**src/hdl/vmci_pkg.sv**
```systemverilog
// Package for the video-mode command inserter.
// Assumes one 20 MHz lane-side clock and an APB slave port.
package vmci_pkg;
    // Register byte offsets
    localparam logic [11:0] LPC_TIMING_OFF = 12'h018;
    localparam logic [11:0] VID_MODE_OFF   = 12'h038;
    localparam logic [11:0] PHY_TMR_OFF    = 12'h09C;
    localparam logic [11:0] STATUS_OFF     = 12'h1F0;
    // Field positions
    localparam int OUTVACT_LSB  = 16;
    localparam int INVACT_LSB   = 0;
    localparam int LPCMDEN_BIT  = 15;
    localparam int FRAME_TA_BIT = 14;
    localparam int MAX_RD_LSB   = 0;
    // Reset values
    localparam logic [7:0]  BUDGET_RST = 8'h00;
    localparam logic [14:0] MAX_RD_RST = 15'h0000;
    // Short packet bytes and escape cycles per low-power byte
    localparam logic [7:0]  SHORT_BYTES = 8'h04;
    localparam int          LP_BITS     = 8;
    localparam int          ESC_PER_BIT = 2;
    localparam logic [11:0] ESC_PER_BYTE = 12'(LP_BITS * ESC_PER_BIT);
    // Video regions
    typedef enum logic [1:0] {
        REG_VSA, REG_VBP, REG_VFP, REG_VACT
    } vmci_region_t;
    // Display-control packet kinds
    typedef enum logic [1:0] {
        DC_COLOR_ON, DC_COLOR_OFF, DC_SHUT_DOWN, DC_TURN_ON
    } vmci_dcp_t;
    // APB request and answer
    typedef struct packed {
        logic        psel;
        logic        penable;
        logic        pwrite;
        logic [11:0] paddr;
        logic [31:0] pwdata;
    } vmci_apb_req_t;
    typedef struct packed {
        logic [31:0] prdata;
        logic        pready;
        logic        pslverr;
    } vmci_apb_rsp_t;
    // Video timing from the packet handler
    typedef struct packed {
        logic         video_mode;
        logic         slot_open;
        logic         line_start;
        logic         last_line;
        logic         frame_end;
        vmci_region_t region;
        logic [15:0]  slot_cycles;
    } vmci_vid_t;
    // Head of the generic command queue
    typedef struct packed {
        logic       valid;
        logic       read;
        logic [7:0] size;
    } vmci_cmd_t;
    // Command launch to the packet builder
    typedef struct packed {
        logic        valid;
        logic        lp;
        logic        dcp;
        logic        read;
        vmci_dcp_t   kind;
        logic [7:0]  size;
    } vmci_send_t;
endpackage

```
**src/hdl/vmci_inserter.sv**
```systemverilog
// Video-mode command inserter: picks a slot per line for one command.
// Assumes timing, queue and done inputs come from logic on sys_clk;
// pins and the escape clock are asynchronous and are synchronised here.
//
// What this block does
// - Commands go only in open video-mode slots
// - Slots follow VSS, HSE, HSS, HACT events
// - At most one command per line
// - No writes or pin packets in the last frame line
// - Pin changes issue display-control packets
// - Display-control packets never in vertical active
// - LP display-control uses blanking budget, four bytes
// - Frame-end turnaround holds halt until acknowledge
// - LP enable sends commands low power with budgets
// - LP disable sends high speed, no budgets
// - Blanking LP command fits outside budget
// - Active LP command fits inside budget
// - Max read time judges read fit
// - Unfitting reads deferred to last line, halt
// - Budget fields at bits 23:16 and 7:0
`timescale 1ns/1ns
module vmci_inserter (
    // Clock and reset
    input  wire logic                   sys_clk,
    input  wire logic                   rst,
    // APB register port
    input  wire vmci_pkg::vmci_apb_req_t apb_req,
    output      vmci_pkg::vmci_apb_rsp_t apb_rsp,
    // Video timing and queue head
    input  wire vmci_pkg::vmci_vid_t    vid,
    input  wire vmci_pkg::vmci_cmd_t    cmd,
    output      logic                   cmd_take,
    // Launch and completion
    output      vmci_pkg::vmci_send_t   send,
    input  wire logic                   tx_done,
    // Turnaround and halt
    output      logic                   bta_req,
    input  wire logic                   bta_ack,
    output      logic                   halt,
    // Asynchronous pins and escape clock
    input  wire logic                   colorm_pin,
    input  wire logic                   shutdn_pin,
    input  wire logic                   esc_clk
);
    import vmci_pkg::*;

    ////////////////////////////////////////////////////////////////////
    // State
    typedef enum logic [1:0] {ST_IDLE, ST_LP, ST_WAIT, ST_TURN} vmci_st_t;

    typedef struct packed {
        vmci_st_t      st;        // Launch state
        logic          line_used; // A command went in this line
        logic          bta_pend;  // Turnaround owed at frame end
        logic [1:0]    sync1;     // Pin synchroniser stage one
        logic [1:0]    sync2;     // Pin synchroniser stage two
        logic [1:0]    seen;      // Stage-two pin levels one cycle back
        logic [1:0]    dpend;     // Pending pin packets
        logic          esc1;      // Escape clock stage one
        logic          esc2;      // Escape clock stage two
        logic          esc3;      // Escape clock edge history
        logic [11:0]   esc_cnt;   // Escape edges left in LP send
        logic [7:0]    outvact;   // Blanking-line LP budget
        logic [7:0]    invact;    // Active-region LP budget
        logic          lpcmden;   // Low-power command enable
        logic          frame_ta;  // Frame-end turnaround enable
        logic [14:0]   max_rd;    // Max read time, byte clocks
        vmci_apb_rsp_t rsp;       // APB answer
        vmci_send_t    send;      // Launch output
        logic          cmd_take;  // Queue pop
        logic          bta_req;   // Turnaround request
        logic          halt;      // Halt output
    } vmci_state_t;

    vmci_state_t s;       // Registered state
    vmci_state_t next_s;  // Next state

    ////////////////////////////////////////////////////////////////////
    // Outputs straight from flops
    assign apb_rsp  = s.rsp;
    assign send     = s.send;
    assign cmd_take = s.cmd_take;
    assign bta_req  = s.bta_req;
    assign halt     = s.halt;

    ////////////////////////////////////////////////////////////////////
    // Next-state logic
    always_comb begin
        logic        used;     // Line already carries a command
        logic        blank;    // Slot lies outside vertical active
        logic [7:0]  budget;   // LP budget for this slot
        logic        gen_fit;  // Queue head fits this slot
        logic        dc_ok;    // Pin packet may go now
        logic        gen_ok;   // Queue head may go now
        logic        esc_edge; // Rising escape clock edge
        logic        hit;      // APB address is mapped
        logic [31:0] rdata;    // APB read value
        next_s = s;
        used     = 1'b0;
        blank    = 1'b0;
        budget   = 8'h00;
        gen_fit  = 1'b0;
        dc_ok    = 1'b0;
        gen_ok   = 1'b0;
        esc_edge = 1'b0;
        hit      = 1'b0;
        rdata    = 32'h0000_0000;
        // One-cycle pulses default low
        next_s.send.valid  = 1'b0;
        next_s.cmd_take    = 1'b0;
        next_s.bta_req     = 1'b0;
        next_s.rsp.pready  = 1'b0;
        next_s.rsp.pslverr = 1'b0;
        // Synchronisers; only stage two is read
        next_s.sync1 = {shutdn_pin, colorm_pin};
        next_s.sync2 = s.sync1;
        next_s.seen  = s.sync2;
        next_s.esc1  = esc_clk;
        next_s.esc2  = s.esc1;
        next_s.esc3  = s.esc2;
        esc_edge = s.esc2 & ~s.esc3;
        // Line bookkeeping
        used = vid.line_start ? 1'b0 : s.line_used;
        if (vid.line_start) begin
            next_s.line_used = 1'b0;
        end
        blank  = (vid.region != REG_VACT);
        budget = blank ? s.outvact : s.invact;
        // Fit of the queue head: budget in LP, read time always
        gen_fit = (!s.lpcmden || (cmd.size <= budget))
                && (!cmd.read
                    || ({1'b0, s.max_rd} <= vid.slot_cycles));
        // Pin packets: blanking only, not last line, LP needs 4 bytes
        dc_ok = (s.dpend != 2'b00) && blank && !vid.last_line
              && (!s.lpcmden || (s.outvact >= SHORT_BYTES));
        // Last line only takes deferred reads
        gen_ok = cmd.valid && (vid.last_line ? cmd.read
                                             : gen_fit);
        // Launch state machine
        case (s.st)
            ST_IDLE: begin
                if (s.bta_pend) begin
                    next_s.bta_pend = 1'b0;
                    next_s.bta_req  = 1'b1;
                    next_s.halt     = 1'b1;
                    next_s.st       = ST_TURN;
                end else if (vid.video_mode && vid.slot_open
                             && !used) begin
                    if (dc_ok) begin
                        // Shut-down pin beats colour pin
                        next_s.send.valid = 1'b1;
                        next_s.send.lp    = s.lpcmden;
                        next_s.send.dcp   = 1'b1;
                        next_s.send.read  = 1'b0;
                        next_s.send.size  = SHORT_BYTES;
                        if (s.dpend[1]) begin
                            next_s.dpend[1]  = 1'b0;
                            next_s.send.kind = s.sync2[1] ?
                                DC_SHUT_DOWN : DC_TURN_ON;
                        end else begin
                            next_s.dpend[0]  = 1'b0;
                            next_s.send.kind = s.sync2[0] ?
                                DC_COLOR_ON : DC_COLOR_OFF;
                        end
                        next_s.line_used = 1'b1;
                        next_s.esc_cnt   = 12'(SHORT_BYTES * ESC_PER_BYTE);
                        next_s.st = s.lpcmden ? ST_LP : ST_WAIT;
                    end else if (gen_ok) begin
                        next_s.send.valid = 1'b1;
                        next_s.send.lp    = s.lpcmden;
                        next_s.send.dcp   = 1'b0;
                        next_s.send.read  = cmd.read;
                        next_s.send.kind  = DC_COLOR_ON;
                        next_s.send.size  = cmd.size;
                        next_s.cmd_take   = 1'b1;
                        next_s.line_used  = 1'b1;
                        next_s.halt       = vid.last_line;
                        next_s.esc_cnt    = 12'(cmd.size * ESC_PER_BYTE);
                        next_s.st = (s.lpcmden && !cmd.read) ?
                                    ST_LP : ST_WAIT;
                    end
                    // Otherwise the head stays queued for later
                end
            end
            ST_LP: begin
                // LP write lasts 16 escape cycles per byte
                if (esc_edge) begin
                    next_s.esc_cnt = s.esc_cnt - 12'h001;
                    if (s.esc_cnt <= 12'h001) begin
                        next_s.st = ST_IDLE;
                    end
                end
            end
            ST_WAIT: begin
                // HS sends and reads end on the builder's done
                if (tx_done) begin
                    next_s.halt = 1'b0;
                    next_s.st   = ST_IDLE;
                end
            end
            ST_TURN: begin
                // Halt holds until the peripheral hands back the bus
                if (bta_ack) begin
                    next_s.halt = 1'b0;
                    next_s.st   = ST_IDLE;
                end
            end
            default: begin
                next_s.st = ST_IDLE;
            end
        endcase
        // Pin changes set pending; the set wins over a clear
        for (int i = 0; i < 2; i++) begin
            if (s.sync2[i] != s.seen[i]) begin
                next_s.dpend[i] = 1'b1;
            end
        end
        // Frame end owes a turnaround when enabled
        if (vid.frame_end && s.frame_ta) begin
            next_s.bta_pend = 1'b1;
        end
        // APB decode
        case (apb_req.paddr)
            LPC_TIMING_OFF: begin
                hit = 1'b1;
                rdata[OUTVACT_LSB +: 8] = s.outvact;
                rdata[INVACT_LSB +: 8]  = s.invact;
            end
            VID_MODE_OFF: begin
                hit = 1'b1;
                rdata[LPCMDEN_BIT]  = s.lpcmden;
                rdata[FRAME_TA_BIT] = s.frame_ta;
            end
            PHY_TMR_OFF: begin
                hit = 1'b1;
                rdata[MAX_RD_LSB +: 15] = s.max_rd;
            end
            STATUS_OFF: begin
                hit = 1'b1;
                rdata[1:0] = s.st;
                rdata[2]   = s.line_used;
                rdata[3]   = s.bta_pend;
                rdata[5:4] = s.dpend;
                rdata[6]   = s.halt;
            end
            default: begin
                hit = 1'b0;
            end
        endcase
        // APB: answer one cycle into access; write at the ready edge
        if (apb_req.psel && apb_req.penable) begin
            if (!s.rsp.pready) begin
                next_s.rsp.pready  = 1'b1;
                next_s.rsp.pslverr = !hit;
                next_s.rsp.prdata  = apb_req.pwrite ? 32'h0000_0000
                                                    : rdata;
            end else if (apb_req.pwrite) begin
                case (apb_req.paddr)
                    LPC_TIMING_OFF: begin
                        next_s.outvact =
                            apb_req.pwdata[OUTVACT_LSB +: 8];
                        next_s.invact = apb_req.pwdata[INVACT_LSB +: 8];
                    end
                    VID_MODE_OFF: begin
                        next_s.lpcmden  = apb_req.pwdata[LPCMDEN_BIT];
                        next_s.frame_ta = apb_req.pwdata[FRAME_TA_BIT];
                    end
                    PHY_TMR_OFF: begin
                        next_s.max_rd = apb_req.pwdata[MAX_RD_LSB +: 15];
                    end
                    default: begin
                        next_s.max_rd = s.max_rd;
                    end
                endcase
            end
        end
    end

    ////////////////////////////////////////////////////////////////////
    // State register
    always_ff @(posedge sys_clk) begin
        if (rst) begin
            s         <= '0;
            s.st      <= ST_IDLE;
            s.outvact <= BUDGET_RST;
            s.invact  <= BUDGET_RST;
            s.max_rd  <= MAX_RD_RST;
        end else begin
            s <= next_s;
        end
    end
endmodule

```
**config.mk**
```make
export PLATFORM = sky130hd
export DESIGN_NAME = vmci_inserter
export DESIGN_NICKNAME = d
export VERILOG_FILES = /design/src/hdl/vmci_pkg.sv /design/src/hdl/vmci_inserter.sv
export SDC_FILE = /design/constraint.sdc
export NUM_CORES = 1
export LEC_CHECK = 0
export ABC_AREA = 1
export BUFFER_PORTS_ARGS = -buffer_cell sky130_fd_sc_hd__buf_2
export CAP_MARGIN = 20
export CORE_MARGIN = 5
export CORE_UTILIZATION = 50
export DETAILED_ROUTE_END_ITERATION = 12
export PLACE_DENSITY_LB_ADDON = 0.1
export SLEW_MARGIN = 10
export SYNTH_ARGS = -nofsm -noshare
export SYNTH_HDL_FRONTEND = slang
export SYNTH_SLANG_ARGS = --single-unit
```
**constraint.sdc**
```tcl
create_clock -name sys_clk -period 2.95 [get_ports sys_clk]
set_clock_uncertainty 0.2 [all_clocks]
set_input_delay 0.1475 -clock sys_clk [delete_from_list [all_inputs] [get_ports sys_clk]]
set_output_delay 0.1475 -clock sys_clk [all_outputs]
set_load 0.01 [all_outputs]
```
Yosys cells after proc, flatten, opt, wreduce, memory -nomap -nowiden
Index checks and enable logic that the tools add are counted.
- register bits after elaboration: 103
- bits of input ports: 87
- output and inout port bits: 51
- logic and storage cells: 163
- add/subtract/negate cells: 1
- order comparisons: 4
- equal/unequal tests: 24
- muxes and demuxes: 52
- bitwise operators: 7
- reductions and logical operators: 46
- operators by type and width (cell ; count):
    2-to-1 mux 12 bit ; 5
    2-to-1 mux 2 bit ; 14
    2-to-1 mux 24 bit ; 1
    one-hot mux 12 bit (2 select lines) ; 1
    one-hot mux 7 bit (3 select lines) ; 1
    AND reduction 4 bit ; 5
    nonzero test 2 bit ; 10
    2-to-1 mux 1 bit ; 18
    less-or-equal comparator 15 x 16 -> 1 bit ; 1
    2-to-1 mux 8 bit ; 2
    2-to-1 mux 15 bit ; 1
    2-to-1 mux 14 bit ; 1
    != test 2 bit (second input constant) ; 7
    equality test 12 x 5 -> 1 bit (second input constant) ; 1
    equality test 12 x 6 -> 1 bit (second input constant) ; 1
    equality test 12 x 8 -> 1 bit (second input constant) ; 1
    equality test 12 x 9 -> 1 bit (second input constant) ; 1
    less-or-equal comparator 12 x 1 -> 1 bit (second input constant) ; 1
    != test 3 bit (second input constant) ; 4
    AND reduction 6 bit ; 2
    subtractor 12 x 1 -> 12 bit (second input constant) ; 1
    logical AND 1 bit ; 10
    AND reduction 5 bit ; 2
    2-to-1 mux 3 bit ; 3
    22 further kinds ; 40

Depth between registers and ports, before layout
- depth after elaboration: 13
- gate-level depth with buffers: 21
- depth with buffers taken out: 20

Least setup slack after synthesis
No wires, ideal clock.
- path kind: input -> register
- start point: in vid[16] (netlist name)
- end point: reg s (netlist bit send[4])
- setup time: 0.133 ns
- arrival: 2.044 ns
- data required time: 2.617 ns
- path slack: 0.572 ns
- cell stages on the path: 16
- path buffers: 2
- path through: nand2_1 -> clkbuf_1 -> o21ai_0 -> ha_1 -> nand2_1 -> nor3_1 -> nand3_1 -> nand3_1 -> nand2_1 -> nand2_2 -> nand2_4 -> nand2_4 -> nand3_4 -> buf_8 -> nand2_2 -> a21oi_2
- word-level cells in the longest chain between the ends: 9
- elaborated cells between the ends (all ways): 13
- those cells by class: order compare (1); eq/ne (1); mux (3); reduce/logical (8)
- RTL lines (item ; line ; text):
    from (decl) ; vmci_inserter.sv:30 ; input wire vmci_pkg::vmci_vid_t vid,
    != test 2 bit (*) ; vmci_inserter.sv:127 ; blank = (vid.region != REG_VACT);
    2-to-1 mux 8 bit ; vmci_inserter.sv:128 ; budget = blank ? s.outvact : s.invact;
    less-or-equal comparator 8 bit ; vmci_inserter.sv:130 ; gen_fit = (!s.lpcmden || (cmd.size <= budget))
    logical OR 1 bit ; vmci_inserter.sv:130 ;
    logical AND 1 bit ; vmci_inserter.sv:131 ; && (!cmd.read
    2-to-1 mux 1 bit ; vmci_inserter.sv:137 ; gen_ok = cmd.valid && (vid.last_line ? cmd.read
    logical AND 1 bit ; vmci_inserter.sv:137 ;
    nonzero test 2 bit (no source line) ; - ;
    AND reduction 4 bit (no source line) ; - ;
    to (signal assigned) ; vmci_inserter.sv:289 ; s <= next_s;
    to (decl) ; vmci_inserter.sv:75 ; vmci_state_t s;
Mark *: on every way between the ends. The rest lies on a longest branch, timed or not.
A chain may end at the register's enable or synchronous reset.

Worst setup path in the final report
- start point: reg s[83] (netlist name)
- end point: reg s (netlist bit send[1])
- word-level cells in the longest chain between the ends: 8
- elaborated cells between the ends (all ways): 12
- those cells by class: order compare (2); mux (3); reduce/logical (7)
- RTL lines (item ; line):
    2-to-1 mux 8 bit ; vmci_inserter.sv:128
    less-or-equal comparator 8 bit ; vmci_inserter.sv:130
    logical OR 1 bit ; vmci_inserter.sv:130
    logical AND 1 bit ; vmci_inserter.sv:131
    2-to-1 mux 1 bit ; vmci_inserter.sv:137
    logical AND 1 bit ; vmci_inserter.sv:137
    nonzero test 2 bit (no source line) ; -
    AND reduction 4 bit (no source line) ; -
Several ways; a longest one is shown, not always the timed one.

==> metrics <==
status complete, no violations; Clk Latency, worst-skew pair between 0.3 and 0.4 ns; # fillers between 1000 and 1500; Starting Density 0.5116; global-route wire length before repair roughly 26000 microns; HPWL after detailed placement 11500 microns; VDD IR max between 0.4 and 0.5 mV; crit path launch type register; Yosys top cell area share 0.3515; gr usage total 0.2214; Gate Count Post-Synth ~830; Critical-path top delay cell dfxtp_1; Post-DP Area 0.006218 sq mm; IO buf count 121; routability cong. around 0.86; Tmin final 2.624 ns; count of TritonRoute iterations in the first routing pass 6; core area 0.01147 sq mm; EDFF count, synth 0; max_cap viols 0; Yosys top cell by area dfxtp_1; Syn. warnings 0; CP cell instances inv_1 > nand2_1 > o21ai_0 > ha_1 > nand2_1 > nor3_1 > nand3_1 > nand3_1 > nand2_1 > nand2_2 > nand2_4 > nand2_4 > nand3_4 > nand2_1 > a21oi_1; # setup viols final 0; Req. time, crit path around 3.0 ns; grt ovf 0; Seq/Total Area, Yosys 0.3515; cell area after layout a little under 0.007 sq mm; n_diodes 0; clk buf depth 2; hold path start cmd[1]; Sw Pwr approximately 0.00094 W; Seq pwr share 0.458; post-cts sizing count 0; Die Width about 120 microns; unrepaired setup endpoints after global routing false; multi-input combinational cell area between 0.002 and 0.003 sq mm; FF-to-FF setup slack ~0.33 ns; Die Area 0.01400 sq mm; die height around 120 microns; Area Growth Syn to Fin 15.74%; share of layout cells above drive strength 1 0.2131; Slew Limit Fails 0; FFs w/ async S/R, synth 0; Pint ~0.0022 W; DRC 0; Yosys reg bits between 100 and 150; crit end category register; most frequent cells after synthesis 150 x nand2_1, 118 x inv_1, 103 x dfxtp_1; cell with the most instances after synthesis nand2_1; reg-to-reg endpoint send[1]; Combinational Power Share 0.188; CTS buffer count 9; RR Startpoint s[83]; setup bufs post-CTS 0; worst r2r path cells 15; setup TNS 0 ns; Power Density about 470 mW/mm^2; CTS Hold Bufs 30; final hold violations 0; worst-path maximum fanout 16; Hold WC Path Type in2reg; Slew @ Worst Pin ~0.76 ns; CTS clock-pin slew for the worst setup and hold paths around 0.07 ns; Crit Path Class reg2reg; CP Data Arrival Time 2.62 ns; post-synthesis cell type count 40; fmax around 380 MHz; # clock sinks 103; worst hold path endpoint send[1]; CTS tree yes; Mean Syn Cell Area slightly above 7 sq um; CTS H-tree depth 3; largest net degree at the start of global routing 68; vias in the first global route around 5400; io pins between 100 and 150; Final ANT Viol Nets 0; Non-Filler Instances ~1100; Main synth FF type dfxtp_1; Clk pwr share 0.354; Hold Crit Depth 5; Worst path most repeated cell nand2_1; Iteration-0 DRC Markers 368; Post-Syn Area 0.005867 sq mm; via count 5398; DR vias/cell 5.012; top post-synthesis cells by area dfxtp_1 35%, nand2_1 9.6%, inv_1 7.5%; Leakage Power about 3.2 nW; register area ~0.0021 sq mm; Final period util 0.8896; clock root buffer clkbuf_16; switching share of power 0.2960; WL/cell about 14 microns; dpl cells roughly 1000; CP peak stage delay ~0.37 ns; slew margin rel. 0.4904; Detailed Route WL around 15000 microns; initial antenna violation count 0; fin nets between 1000 and 1500; row count 39
cell families (layout without fill, tap and decap cells):
logic type	Yosys count	in the layout	synth area share
flip-flops	103	103	0.3515
XOR/XNOR	9	9	0.01344
AND/OR/NAND/NOR	354	354	0.2819
AO/OA/AOI/OAI	136	136	0.1320
other	1	8	0.0006392
buffers and inverters	201	299	0.1672
adder cells (fa/ha/maj)	25	25	0.05332
worst max-delay path: cells and delay by family (launching register included):
kind | cells | cell delay, ns
flops | 1 | 0.37
compound gates | 2 | 0.17
fa+ha+maj | 1 | 0.31
simple gates | 11 | 1.36
buf+inv | 1 | 0.07
power groups by stage:
| stage | sequential [W] | combinational, W | clock (W) |
|---|---|---|---|
| 2_1_floorplan | 0.00148 | 0.000425 | 0 |
| 5_1_grt | 0.00146 | 0.000675 | 0.00121 |
| 4_1_cts | 0.00146 | 0.000596 | 0.00114 |
| 3_3_place_gp | 0.00149 | 0.000547 | 0 |
| 3_5_place_dp | 0.00149 | 0.000562 | 0 |
| 6_report | 0.00146 | 0.000597 | 0.00112 |
cell usage in the layout (no fill, tap or decap), drive strengths merged, types with 3 or more instances in the layout:
| cell type | Yosys | final |
|---|---|---|
| or2 | 3 | 3 |
| xor2 | 7 | 7 |
| conb | 1 | 8 |
| ha | 25 | 25 |
| o21ai | 45 | 45 |
| a211oi | 15 | 15 |
| nor2 | 103 | 103 |
| a21oi | 65 | 65 |
| nor4 | 6 | 6 |
| buf | 63 | 128 |
| nand4 | 28 | 28 |
| nand3 | 34 | 34 |
| inv | 125 | 128 |
| o22ai | 5 | 5 |
| dfxtp | 103 | 103 |
| nand2 | 167 | 167 |
| dlygate4sd3 | 0 | 30 |
| clkbuf | 13 | 11 |
| nor3 | 13 | 13 |
worst max-delay path by stage:
stage                     startpoint      end  slack, ns  depth (start not counted)
final                          s[83]  send[1]       0.33                         15
after global routing           s[79]  send[2]       0.02                         17
after CTS                      s[83]  send[0]       0.31                         15
after detailed placement     vid[16]  send[0]       0.14                         15
after global placement       vid[16]  send[0]       0.20                         16
after floorplan              vid[16]  send[4]       0.57                         16
flip-flops by register name (all words and copies together) (netlist names):
signal,flops
send,14
bta_req,1
apb_rsp,26
next_s,6
s,54
halt,1
cmd_take,1
per-stage QoR:
stage	power [W]	utilization	hold WS [ns]	setup slack (ns)
3_3_place_gp	0.002034	0.5423	0.1455	0.1957
2_1_floorplan	0.001907	-	0.05447	0.5724
4_1_cts	0.003195	0.5921	0.0003335	0.3122
6_report	0.003177	0.5921	0.01317	0.3258
5_1_grt	0.003345	0.5921	0.03772	0.01661
3_5_place_dp	0.002050	0.5423	0.1550	0.1392
layout make-up:
| cell class | count | share of cell area |
|---|---|---|
| Inverter | 125 | 0.06910 |
| Multi-Input combinational cell | 532 | 0.4198 |
| Clock buffer | 11 | 0.03427 |
| Clock inverter | 5 | 0.005712 |
| Sequential cell | 103 | 0.3037 |
| Timing Repair Buffer | 158 | 0.1411 |
| Tap cell | 143 | 0.02635 |
metal layers:
| metal | routed length, microns | global-route usage |
|---|---|---|
| met2 | 7627 | 0.3921 |
| met5 | 0 | 0 |
| met4 | 265 | 0.04875 |
| met3 | 826 | 0.05158 |
| met1 | 6680 | 0.2735 |
Power figures use the tool's default switching activity.
